===== src/tde_pkg.sv =====
// Package for the tape completion, error and interrupt block
package tde_pkg;
  // AXI4-Lite register byte offsets
  localparam logic [7:0] TDE_CMD_OFS = 8'h00;
  localparam logic [7:0] TDE_ERR_OFS = 8'h04;
  localparam logic [7:0] TDE_STAT_OFS = 8'h08;
  localparam logic [7:0] TDE_CTL_OFS = 8'h0c;
  // Command register fields
  localparam int TDE_CMD_ERR_BIT = 15;
  localparam int TDE_CMD_IE_BIT = 6;
  localparam int TDE_CMD_FORCE_BIT = 0;
  localparam logic [15:0] TDE_CMD_RST = 16'h0000;
  // Control register: priority level field and vector field
  localparam int TDE_CTL_LVL_LSB = 0;
  localparam int TDE_CTL_VEC_LSB = 8;
  localparam logic [1:0] TDE_LVL_RST = 2'h1;
  localparam logic [6:0] TDE_VEC_RST = 7'h00;
  // Error register bit positions
  localparam int TDE_E_NXM = 0;
  localparam int TDE_E_BGL = 1;
  localparam int TDE_E_ILC = 2;
  localparam int TDE_E_BTE = 3;
  localparam int TDE_E_RLE = 4;
  localparam int TDE_E_CRE = 5;
  localparam int TDE_E_PAE = 6;
  localparam int TDE_E_EOF = 7;
  localparam int TDE_E_EOT = 8;
  localparam logic [8:0] TDE_ERR_RST = 9'h000;

  typedef enum logic [1:0] {TDE_IDLE, TDE_REQ, TDE_WAIT, TDE_MAST} tde_bus_e;

  // Transport and operation status from the controller
  typedef struct packed {
    logic space;
    logic space_rev;
    logic rewind;
    logic read_op;
    logic write_op;
    logic record_carry;
    logic end_record_check_strobe_delayed;
    logic transport_ready;
    logic transport_selected;
    logic off_line;
    logic write_locked;
    logic settle_down;
    logic gap_shutdown;
    logic read_strobe;
    logic crc_lrc_strobe;
    logic overflow;
    logic cyclic_check_error;
    logic vertical_parity_error;
    logic longitudinal_check_error;
    logic file_mark;
    logic end_of_tape;
    logic begin_of_tape;
    logic rewinding;
    logic local_rewind;
    logic start_strobe;
    logic cmd_reg_select;
    logic nonexistent_memory;
    logic grant_lost;
    logic npr_request;
  } tde_tape_s;

  // System bus interrupt pins
  typedef struct packed {
    logic [3:0] br;
    logic sack;
    logic bbsy;
    logic intr;
    logic [6:0] vec;
    logic bg_out;
  } tde_bus_s;
endpackage : tde_pkg


===== src/tde_ctrl.sv =====
// Completion, error classification and vectored interrupt logic
// Overview of operation
// - Spacing completes on record count carry
// - Read/write completes on delayed check strobe
// - Error starts completion immediately
// - Done plus ready gives delayed done
// - Four cases skip waiting for ready
// - Error sets command bit fifteen
// - Four aborting errors raise error at once
// - Non-aborting errors wait for check strobe
// - Busy select or lost selection: illegal
// - Start unselected or write locked: illegal
// - Strobe in gap or settle: bad tape
// - Data strobe after overflow: length error
// - Strobe with cyclic error: check error
// - Strobe with parity error: parity error
// - File mark sets end of file
// - End of tape error except rewind or reverse space
// - Enabled interrupt on three event kinds
// - New-command set pulse gated by cycle in progress
// - Request on jumper level four to seven
// - Sack on grant, wait bus free
// - Interrupt with vector, cleared by ssyn
//
// The placing of the registers and register access over AXI4-Lite were chosen for this implementation.
module tde_ctrl
  import tde_pkg::*;
(
  input wire logic mclk_in,
  input wire logic rst_in,
  input wire tde_tape_s tape_in,
  input wire logic bg_in,
  input wire logic bbsy_in,
  input wire logic ssyn_in,
  output tde_bus_s bus_out,
  output logic done_out,
  output logic done_delayed_out,
  output logic set_control_ready_out,
  output logic err_out,
  input wire logic [31:0] s_axi_awaddr,
  input wire logic s_axi_awvalid,
  output logic s_axi_awready,
  input wire logic [31:0] s_axi_wdata,
  input wire logic [3:0] s_axi_wstrb,
  input wire logic s_axi_wvalid,
  output logic s_axi_wready,
  output logic [1:0] s_axi_bresp,
  output logic s_axi_bvalid,
  input wire logic s_axi_bready,
  input wire logic [31:0] s_axi_araddr,
  input wire logic s_axi_arvalid,
  output logic s_axi_arready,
  output logic [31:0] s_axi_rdata,
  output logic [1:0] s_axi_rresp,
  output logic s_axi_rvalid,
  input wire logic s_axi_rready
);

  typedef struct packed {
    logic [15:0] cmd;
    logic [8:0] errs;
    logic [1:0] lvl;
    logic [6:0] vec;
    logic done;
    logic done_dly;
    logic control_ready_delayed;
    logic bus_request_pending;
    logic interrupt_master;
    tde_bus_e bst;
    logic sel_q;
    logic bot_q;
    logic rw_done_q;
    tde_bus_s bus;
    logic set_cr;
    logic aw_ok;
    logic w_ok;
    logic [7:0] awa;
    logic [31:0] wd;
    logic [3:0] ws;
    logic bvalid;
    logic [1:0] bresp;
    logic rvalid;
    logic [31:0] rdata;
    logic [1:0] rresp;
  } tde_state_s;

  tde_state_s st;
  tde_state_s next_st;

  logic [8:0] new_err;
  logic err_now;
  logic abort_any;
  logic get_new_cmd;
  logic set_int;
  logic cmd_reg_low_write;
  logic wr_go;
  logic rd_go;

  always_comb begin
    next_st = st;
    next_st.set_cr = 1'b0;
    new_err = '0;
    // Busy means no ready-delayed; register touches then are illegal
    new_err[TDE_E_ILC] = (tape_in.cmd_reg_select
      && !st.control_ready_delayed)
      || (st.sel_q && !tape_in.transport_selected
      && !tape_in.off_line && !st.control_ready_delayed);
    if (tape_in.start_strobe && (!tape_in.transport_selected
        || (tape_in.write_op && tape_in.write_locked))) begin
      new_err[TDE_E_ILC] = 1'b1;
    end
    new_err[TDE_E_NXM] = tape_in.nonexistent_memory;
    new_err[TDE_E_BGL] = tape_in.grant_lost;
    abort_any = st.errs[TDE_E_NXM] || st.errs[TDE_E_BGL]
      || st.errs[TDE_E_ILC] || new_err[TDE_E_NXM]
      || new_err[TDE_E_BGL] || new_err[TDE_E_ILC];
    new_err[TDE_E_BTE] = tape_in.read_strobe && !abort_any
      && (tape_in.settle_down || tape_in.gap_shutdown);
    new_err[TDE_E_RLE] = tape_in.read_strobe && tape_in.overflow
      && !tape_in.crc_lrc_strobe;
    new_err[TDE_E_CRE] = tape_in.read_strobe
      && tape_in.cyclic_check_error
      && (tape_in.read_op || tape_in.write_op);
    new_err[TDE_E_PAE] = tape_in.read_strobe
      && (tape_in.vertical_parity_error
      || tape_in.longitudinal_check_error)
      && (tape_in.read_op || tape_in.write_op);
    new_err[TDE_E_EOF] = tape_in.file_mark;
    new_err[TDE_E_EOT] = tape_in.end_of_tape && !tape_in.rewind
      && !tape_in.space_rev;
    next_st.errs = st.errs | new_err;
    // Aborting errors flag at once; others only with the check strobe
    err_now = |next_st.errs[TDE_E_BTE:TDE_E_NXM];
    if (tape_in.end_record_check_strobe_delayed
        && |next_st.errs[TDE_E_EOT:TDE_E_RLE]) begin
      err_now = 1'b1;
    end
    if (err_now) begin
      next_st.cmd[TDE_CMD_ERR_BIT] = 1'b1;
    end
    next_st.sel_q = tape_in.transport_selected;
    next_st.bot_q = tape_in.begin_of_tape;
    // A new start clears completion; a same-cycle completion still wins
    if (tape_in.start_strobe && !new_err[TDE_E_ILC]) begin
      next_st.done = 1'b0;
      next_st.done_dly = 1'b0;
      next_st.control_ready_delayed = 1'b0;
    end
    if (tape_in.space ? tape_in.record_carry
        : tape_in.end_record_check_strobe_delayed) begin
      next_st.done = 1'b1;
    end
    if (err_now) begin
      next_st.done = 1'b1;
    end
    get_new_cmd = 1'b0;
    if ((st.done && tape_in.transport_ready && !st.done_dly)
        || (next_st.errs[TDE_E_ILC] && !st.done_dly)
        || (tape_in.begin_of_tape && !st.bot_q
        && (tape_in.space_rev || tape_in.rewind))
        || (st.sel_q && !tape_in.transport_selected)
        || tape_in.local_rewind) begin
      get_new_cmd = 1'b1;
      next_st.done_dly = 1'b1;
      next_st.set_cr = 1'b1;
      next_st.control_ready_delayed = 1'b1;
    end
    // AXI4-Lite slave: address and data accepted in either order
    wr_go = st.aw_ok && st.w_ok && !st.bvalid;
    if (s_axi_awvalid && !st.aw_ok) begin
      next_st.aw_ok = 1'b1;
      next_st.awa = s_axi_awaddr[7:0];
    end
    if (s_axi_wvalid && !st.w_ok) begin
      next_st.w_ok = 1'b1;
      next_st.wd = s_axi_wdata;
      next_st.ws = s_axi_wstrb;
    end
    cmd_reg_low_write = wr_go && st.awa == TDE_CMD_OFS && st.ws[0];
    if (wr_go) begin
      next_st.aw_ok = 1'b0;
      next_st.w_ok = 1'b0;
      next_st.bvalid = 1'b1;
      next_st.bresp = 2'b00;
      if (st.awa == TDE_CMD_OFS) begin
        if (st.ws[0]) begin
          next_st.cmd[7:0] = st.wd[7:0];
          next_st.cmd[TDE_CMD_FORCE_BIT] = 1'b0;
        end
        if (st.ws[1]) begin
          // Error bit stays set if set by hardware this cycle
          next_st.cmd[15:8] = st.wd[15:8] | {err_now, 7'h00};
        end
      end else if (st.awa == TDE_ERR_OFS) begin
        // Write one to clear; a new error in the same cycle wins
        next_st.errs = (st.errs & ~st.wd[8:0]) | new_err;
      end else if (st.awa == TDE_CTL_OFS) begin
        if (st.ws[0]) begin
          next_st.lvl = st.wd[TDE_CTL_LVL_LSB +: 2];
        end
        if (st.ws[1]) begin
          next_st.vec = st.wd[TDE_CTL_VEC_LSB +: 7];
        end
      end else if (st.awa != TDE_STAT_OFS) begin
        next_st.bresp = 2'b10;
      end
    end
    if (st.bvalid && s_axi_bready) begin
      next_st.bvalid = 1'b0;
    end
    rd_go = s_axi_arvalid && !st.rvalid;
    if (rd_go) begin
      next_st.rvalid = 1'b1;
      next_st.rresp = 2'b00;
      next_st.rdata = '0;
      if (s_axi_araddr[7:0] == TDE_CMD_OFS) begin
        next_st.rdata[15:0] = st.cmd;
      end else if (s_axi_araddr[7:0] == TDE_ERR_OFS) begin
        next_st.rdata[8:0] = st.errs;
      end else if (s_axi_araddr[7:0] == TDE_STAT_OFS) begin
        next_st.rdata[5:0] = {st.interrupt_master,
          st.bus_request_pending, st.control_ready_delayed,
          st.done_dly, st.done, st.cmd[TDE_CMD_ERR_BIT]};
      end else if (s_axi_araddr[7:0] == TDE_CTL_OFS) begin
        next_st.rdata[TDE_CTL_LVL_LSB +: 2] = st.lvl;
        next_st.rdata[TDE_CTL_VEC_LSB +: 7] = st.vec;
      end else begin
        next_st.rresp = 2'b10;
      end
    end
    if (st.rvalid && s_axi_rready) begin
      next_st.rvalid = 1'b0;
    end
    // Interrupt set pulse; one request at a time
    set_int = (get_new_cmd && st.bst == TDE_IDLE)
      || (tape_in.begin_of_tape && !st.bot_q
      && st.control_ready_delayed && tape_in.rewinding)
      || (cmd_reg_low_write && st.wd[TDE_CMD_FORCE_BIT]);
    next_st.bus.br = '0;
    next_st.bus.sack = 1'b0;
    next_st.bus.bbsy = 1'b0;
    next_st.bus.intr = 1'b0;
    next_st.bus.vec = '0;
    case (st.bst)
      TDE_IDLE: begin
        if (next_st.bus_request_pending) begin
          next_st.bst = TDE_REQ;
        end
      end
      TDE_REQ: begin
        next_st.bus.br[st.lvl] = 1'b1;
        if (bg_in && !tape_in.npr_request) begin
          next_st.bst = TDE_WAIT;
          next_st.bus.br = '0;
          next_st.bus.sack = 1'b1;
        end
      end
      TDE_WAIT: begin
        next_st.bus.sack = 1'b1;
        // Mastership only after grant has dropped and bus is free
        if (!bg_in && !bbsy_in) begin
          next_st.bst = TDE_MAST;
          next_st.interrupt_master = 1'b1;
          next_st.bus.sack = 1'b0;
          next_st.bus.bbsy = 1'b1;
          next_st.bus.intr = 1'b1;
          next_st.bus.vec = st.vec;
        end
      end
      TDE_MAST: begin
        next_st.bus.bbsy = 1'b1;
        next_st.bus.intr = 1'b1;
        next_st.bus.vec = st.vec;
        if (ssyn_in) begin
          next_st.bst = TDE_IDLE;
          next_st.bus_request_pending = 1'b0;
          next_st.interrupt_master = 1'b0;
          next_st.bus.bbsy = 1'b0;
          next_st.bus.intr = 1'b0;
          next_st.bus.vec = '0;
        end
      end
      default: next_st.bst = TDE_IDLE;
    endcase
    // After the bus cycle so a request arriving with ssyn is not lost
    if (set_int && next_st.cmd[TDE_CMD_IE_BIT]
        && st.cmd[TDE_CMD_IE_BIT]) begin
      next_st.bus_request_pending = 1'b1;
    end
    // Direct-transfer requests outrank interrupt requests
    next_st.bus.bg_out = bg_in && !tape_in.npr_request
      && (st.interrupt_master || !st.bus_request_pending);
  end

  always_ff @(posedge mclk_in) begin
    if (rst_in) begin
      st <= '0;
      st.cmd <= TDE_CMD_RST;
      st.errs <= TDE_ERR_RST;
      st.lvl <= TDE_LVL_RST;
      st.vec <= TDE_VEC_RST;
      st.control_ready_delayed <= 1'b1;
      st.bst <= TDE_IDLE;
    end else begin
      st <= next_st;
    end
  end

  assign bus_out = st.bus;
  assign done_out = st.done;
  assign done_delayed_out = st.done_dly;
  assign set_control_ready_out = st.set_cr;
  assign err_out = st.cmd[TDE_CMD_ERR_BIT];
  assign s_axi_awready = !st.aw_ok;
  assign s_axi_wready = !st.w_ok;
  assign s_axi_bvalid = st.bvalid;
  assign s_axi_bresp = st.bresp;
  assign s_axi_arready = !st.rvalid;
  assign s_axi_rvalid = st.rvalid;
  assign s_axi_rdata = st.rdata;
  assign s_axi_rresp = st.rresp;

endmodule : tde_ctrl


===== config.mk =====
export PLATFORM = sky130hd
export DESIGN_NAME = tde_ctrl
export DESIGN_NICKNAME = d
export VERILOG_FILES = /design/src/tde_pkg.sv /design/src/tde_ctrl.sv
export SDC_FILE = /design/constraint.sdc
export NUM_CORES = 1
export LEC_CHECK = 0
export BUFFER_PORTS_ARGS = -buffer_cell sky130_fd_sc_hd__buf_4
export CORE_MARGIN = 2
export CORE_UTILIZATION = 30
export DETAILED_ROUTE_END_ITERATION = 8
export GPL_TIMING_DRIVEN = 1
export HOLD_SLACK_MARGIN = 0.06
export SLEW_MARGIN = 15
export SYNTH_ARGS = -nofsm -noshare
export SYNTH_HDL_FRONTEND = slang
export SYNTH_SLANG_ARGS = --single-unit

===== constraint.sdc =====
create_clock -name mclk_in -period 1.49 [get_ports mclk_in]
set_input_delay 0.298 -clock mclk_in [delete_from_list [all_inputs] [get_ports mclk_in]]
set_output_delay 0.298 -clock mclk_in [all_outputs]
set_load 0.1 [all_outputs]

==> metrics <==
Worst setup EP type flip-flop; Antenna Cells 0; vias in the first global route 3871; Die Y 129.1 microns; cells after synthesis 542; Hold Vio Cnt, Final 0; DRT iter0 DRCs 223; largest net degree at the start of global routing 49; max cap viols 0; EDFF count, synth 0; Crit Path Max Fanout 5; failing checks negative setup slack; Placer Congestion 0.7720; type of origin of the critical path flip-flop; Slew Limit Fails 0; P&R area growth vs syn 31.22%; Pwr Density 1104 mW/mm^2; clock slew at reported path FFs 0.07 ns; Crit path required time 1.76 ns; Port Buf Inserts 114; Tcrit/Tclk final 101.3%; gr usage total 14.69%; Max Clk Rate 662.7 MHz; status finished, violations left; Top FF cell, synth dfxtp_1; largest family of logic cells by synthesized area simple AND/OR/NAND/NOR gates; most frequent cells in the layout 143 x buf_4, 96 x dfxtp_1, 73 x nand2_1; antenna violations before repair 0; Simple-Gate Fraction of Synth Area 20.10%; DP HPWL 9.321 mm; commonest non-fill, non-tap cell in the layout buf_4; Core ar. 0.01526 sq mm; RSZ-0062 raised after global routing yes; net switching power 0.002039 W; setup_tns -0.01907 ns; Comb pwr share 19.0%; Hold Path Class input port to flip-flop; htree depth 3; post-synthesis register bit count 105; Max Root-Sink Buffers 2; P_int 0.004761 W; drt pass-1 iters 4; Post-Place Worst Slack -0.1164 ns; Lkg Pwr 2.656 nW; Crit path arrival time 1.78 ns; sequential-to-total area share from yosys stat 44.79%; Clock Tree Root clkbuf_16; vias per inst 4.572; multiplexer share of the synthesized area 7.545%; VDD IR max 748.1 uV; final setup vio count 1; Compound-Gate Fraction of Synth Area 14.50%; Top Ports 199; ratio of cells with drive above 1 in the final layout 31.13%; Yosys cell types 55; CTS tree yes; Min Clock Period, post-route 1.509 ns; Seq pwr share 44.1%; final net count 791; asr flop ratio synth 0%; Remaining Overflow, GRT 0; clk_skew 0.009404 ns; routed len/inst 14.04 microns; post-synthesis xor/xnor area fraction 0%; fillers 1526; via count 3946; placed cell area 0.005725 sq mm; Sw Ratio 29.99%; Routed Antenna Nets 0; starting density of the core 30.76%; CTS buffer count 9; first-pass GRT wire length 19.07 mm; Adder-Cell Fraction of Synth Area 1.333%; Die ar. 0.01666 sq mm; Post-route DRC 0; CTS sink count 105; final worst slack -0.01907 ns; Design Area, Final 0.006158 sq mm; Clock Latency Late Sink 0.35 ns; synth warn 0; Die Width 129.1 microns; Avg Inst Size Synth 8.659 sq um; Synth Cell Area 0.004693 sq mm; clock share of power 36.9%; total wire length 12.12 mm; crit path kind flip-flop to flip-flop; Rows 45
power groups by stage:
stage | Clock, W | Sequential (W) | Combinational, W
global placement | 0 | 0.00305 | 0.00122
CTS | 0.00260 | 0.00300 | 0.00127
floorplan | 0 | 0.00311 | 0.000805
detailed placement | 0 | 0.00306 | 0.00124
global route | 0.00272 | 0.00301 | 0.00139
finish | 0.00251 | 0.00300 | 0.00129
metrics by stage:
stage | hold WS (ns) | power (W) | utilization (%) | std cells
final | 0.1766 | 0.006799 | 40.36 | 863
after global routing | 0.1662 | 0.007122 | 40.36 | 863
after CTS | 0.1588 | 0.006873 | 39.87 | 862
after detailed placement | 0.4462 | 0.004303 | 37.52 | 844
after global placement | 0.4399 | 0.004270 | 37.52 | 844
after floorplan | 0.4262 | 0.003919 | - | 559
cells by family after synthesis:
logic type      after synthesis
buf+inv                      92
compound gates              111
fa+ha+maj                     5
flops                       105
mux                          34
simple gates                194
other cells                   1
area by class of cell:
cell class                 count  area [sq um]  share of cell area, %
multi-input combinational    362          2197                  35.68
sequential                   105          2118                  34.40
timing repair buffer         151          1181                  19.18
tap                          211         264.0                  4.287
clock buffer                  10         239.0                  3.881
clock inverter                 6         83.83                  1.361
inverter                      18         75.07                  1.219
final timing paths:
path,start,end,slack [ns],cells past startpoint
worst max-delay path,st[81]$_SDFFE_PP0P_,st[118]$_SDFFE_PP0P_,-0.02,6
worst min register to register,s_axi_rdata[7]$_SDFFE_PP0P_,s_axi_rdata[7]$_SDFFE_PP0P_,0.45,2
worst max register to register,st[81]$_SDFFE_PP0P_,st[118]$_SDFFE_PP0P_,-0.02,6
worst min-delay path,tape_in[7],st[101]$_SDFF_PP0_,0.18,2
layer usage:
metal  part of all wire, %  GRT usage, %  wire [microns]  vias to the layer above
li1                      -             -               -                     2006
met2                    49         25.02            5905                      109
met1                    44         17.84            5309                     1824
met5                     0             0               0                        -
met3                   6.7         5.326             806                        7
met4                  0.81         3.261              98                        0
flip-flops by register name (all words and copies together) (netlist names):
signal	count
done_delayed_out	1
s_axi_bvalid	1
s_axi_rdata	16
s_axi_rresp	1
err_out	1
st	67
done_out	1
s_axi_rvalid	1
s_axi_bresp	1
bus_out	14
set_control_ready_out	1
critical path, cell delays in order, from the launching register on:
cell and delay [ns]:
dfxtp_2 0.34, nor4_4 0.30, buf_4 0.19, buf_4 0.11
and4_2 0.23, nand4_1 0.10, a21oi_1 0.17
synth_stat cells (all sizes together), types with 6 or more instances:
library cell	n	area, sq um
clkbuf	15	56.30
and2	9	56.31
mux2i	32	320.3
a21oi	54	270.3
inv	18	67.56
nand2	74	277.8
dfxtp	105	2102
buf	59	422.9
nand2b	7	43.79
nor2	52	197.7
nor3b	6	45.04
nor3	7	35.03
or3	7	43.79
nand4	7	56.30
nor2b	6	37.54
a22oi	14	105.1
o21ai	15	75.07
timing repair:
item,CTS,global route
endpoints found under the setup margin,33,47
pin swaps,5,15
hold endpoints to repair,0,0
setup buffers,2,1
resized for setup,6,20
hold buffers,0,0
No activity file was read; power rests on OpenSTA's default activity.
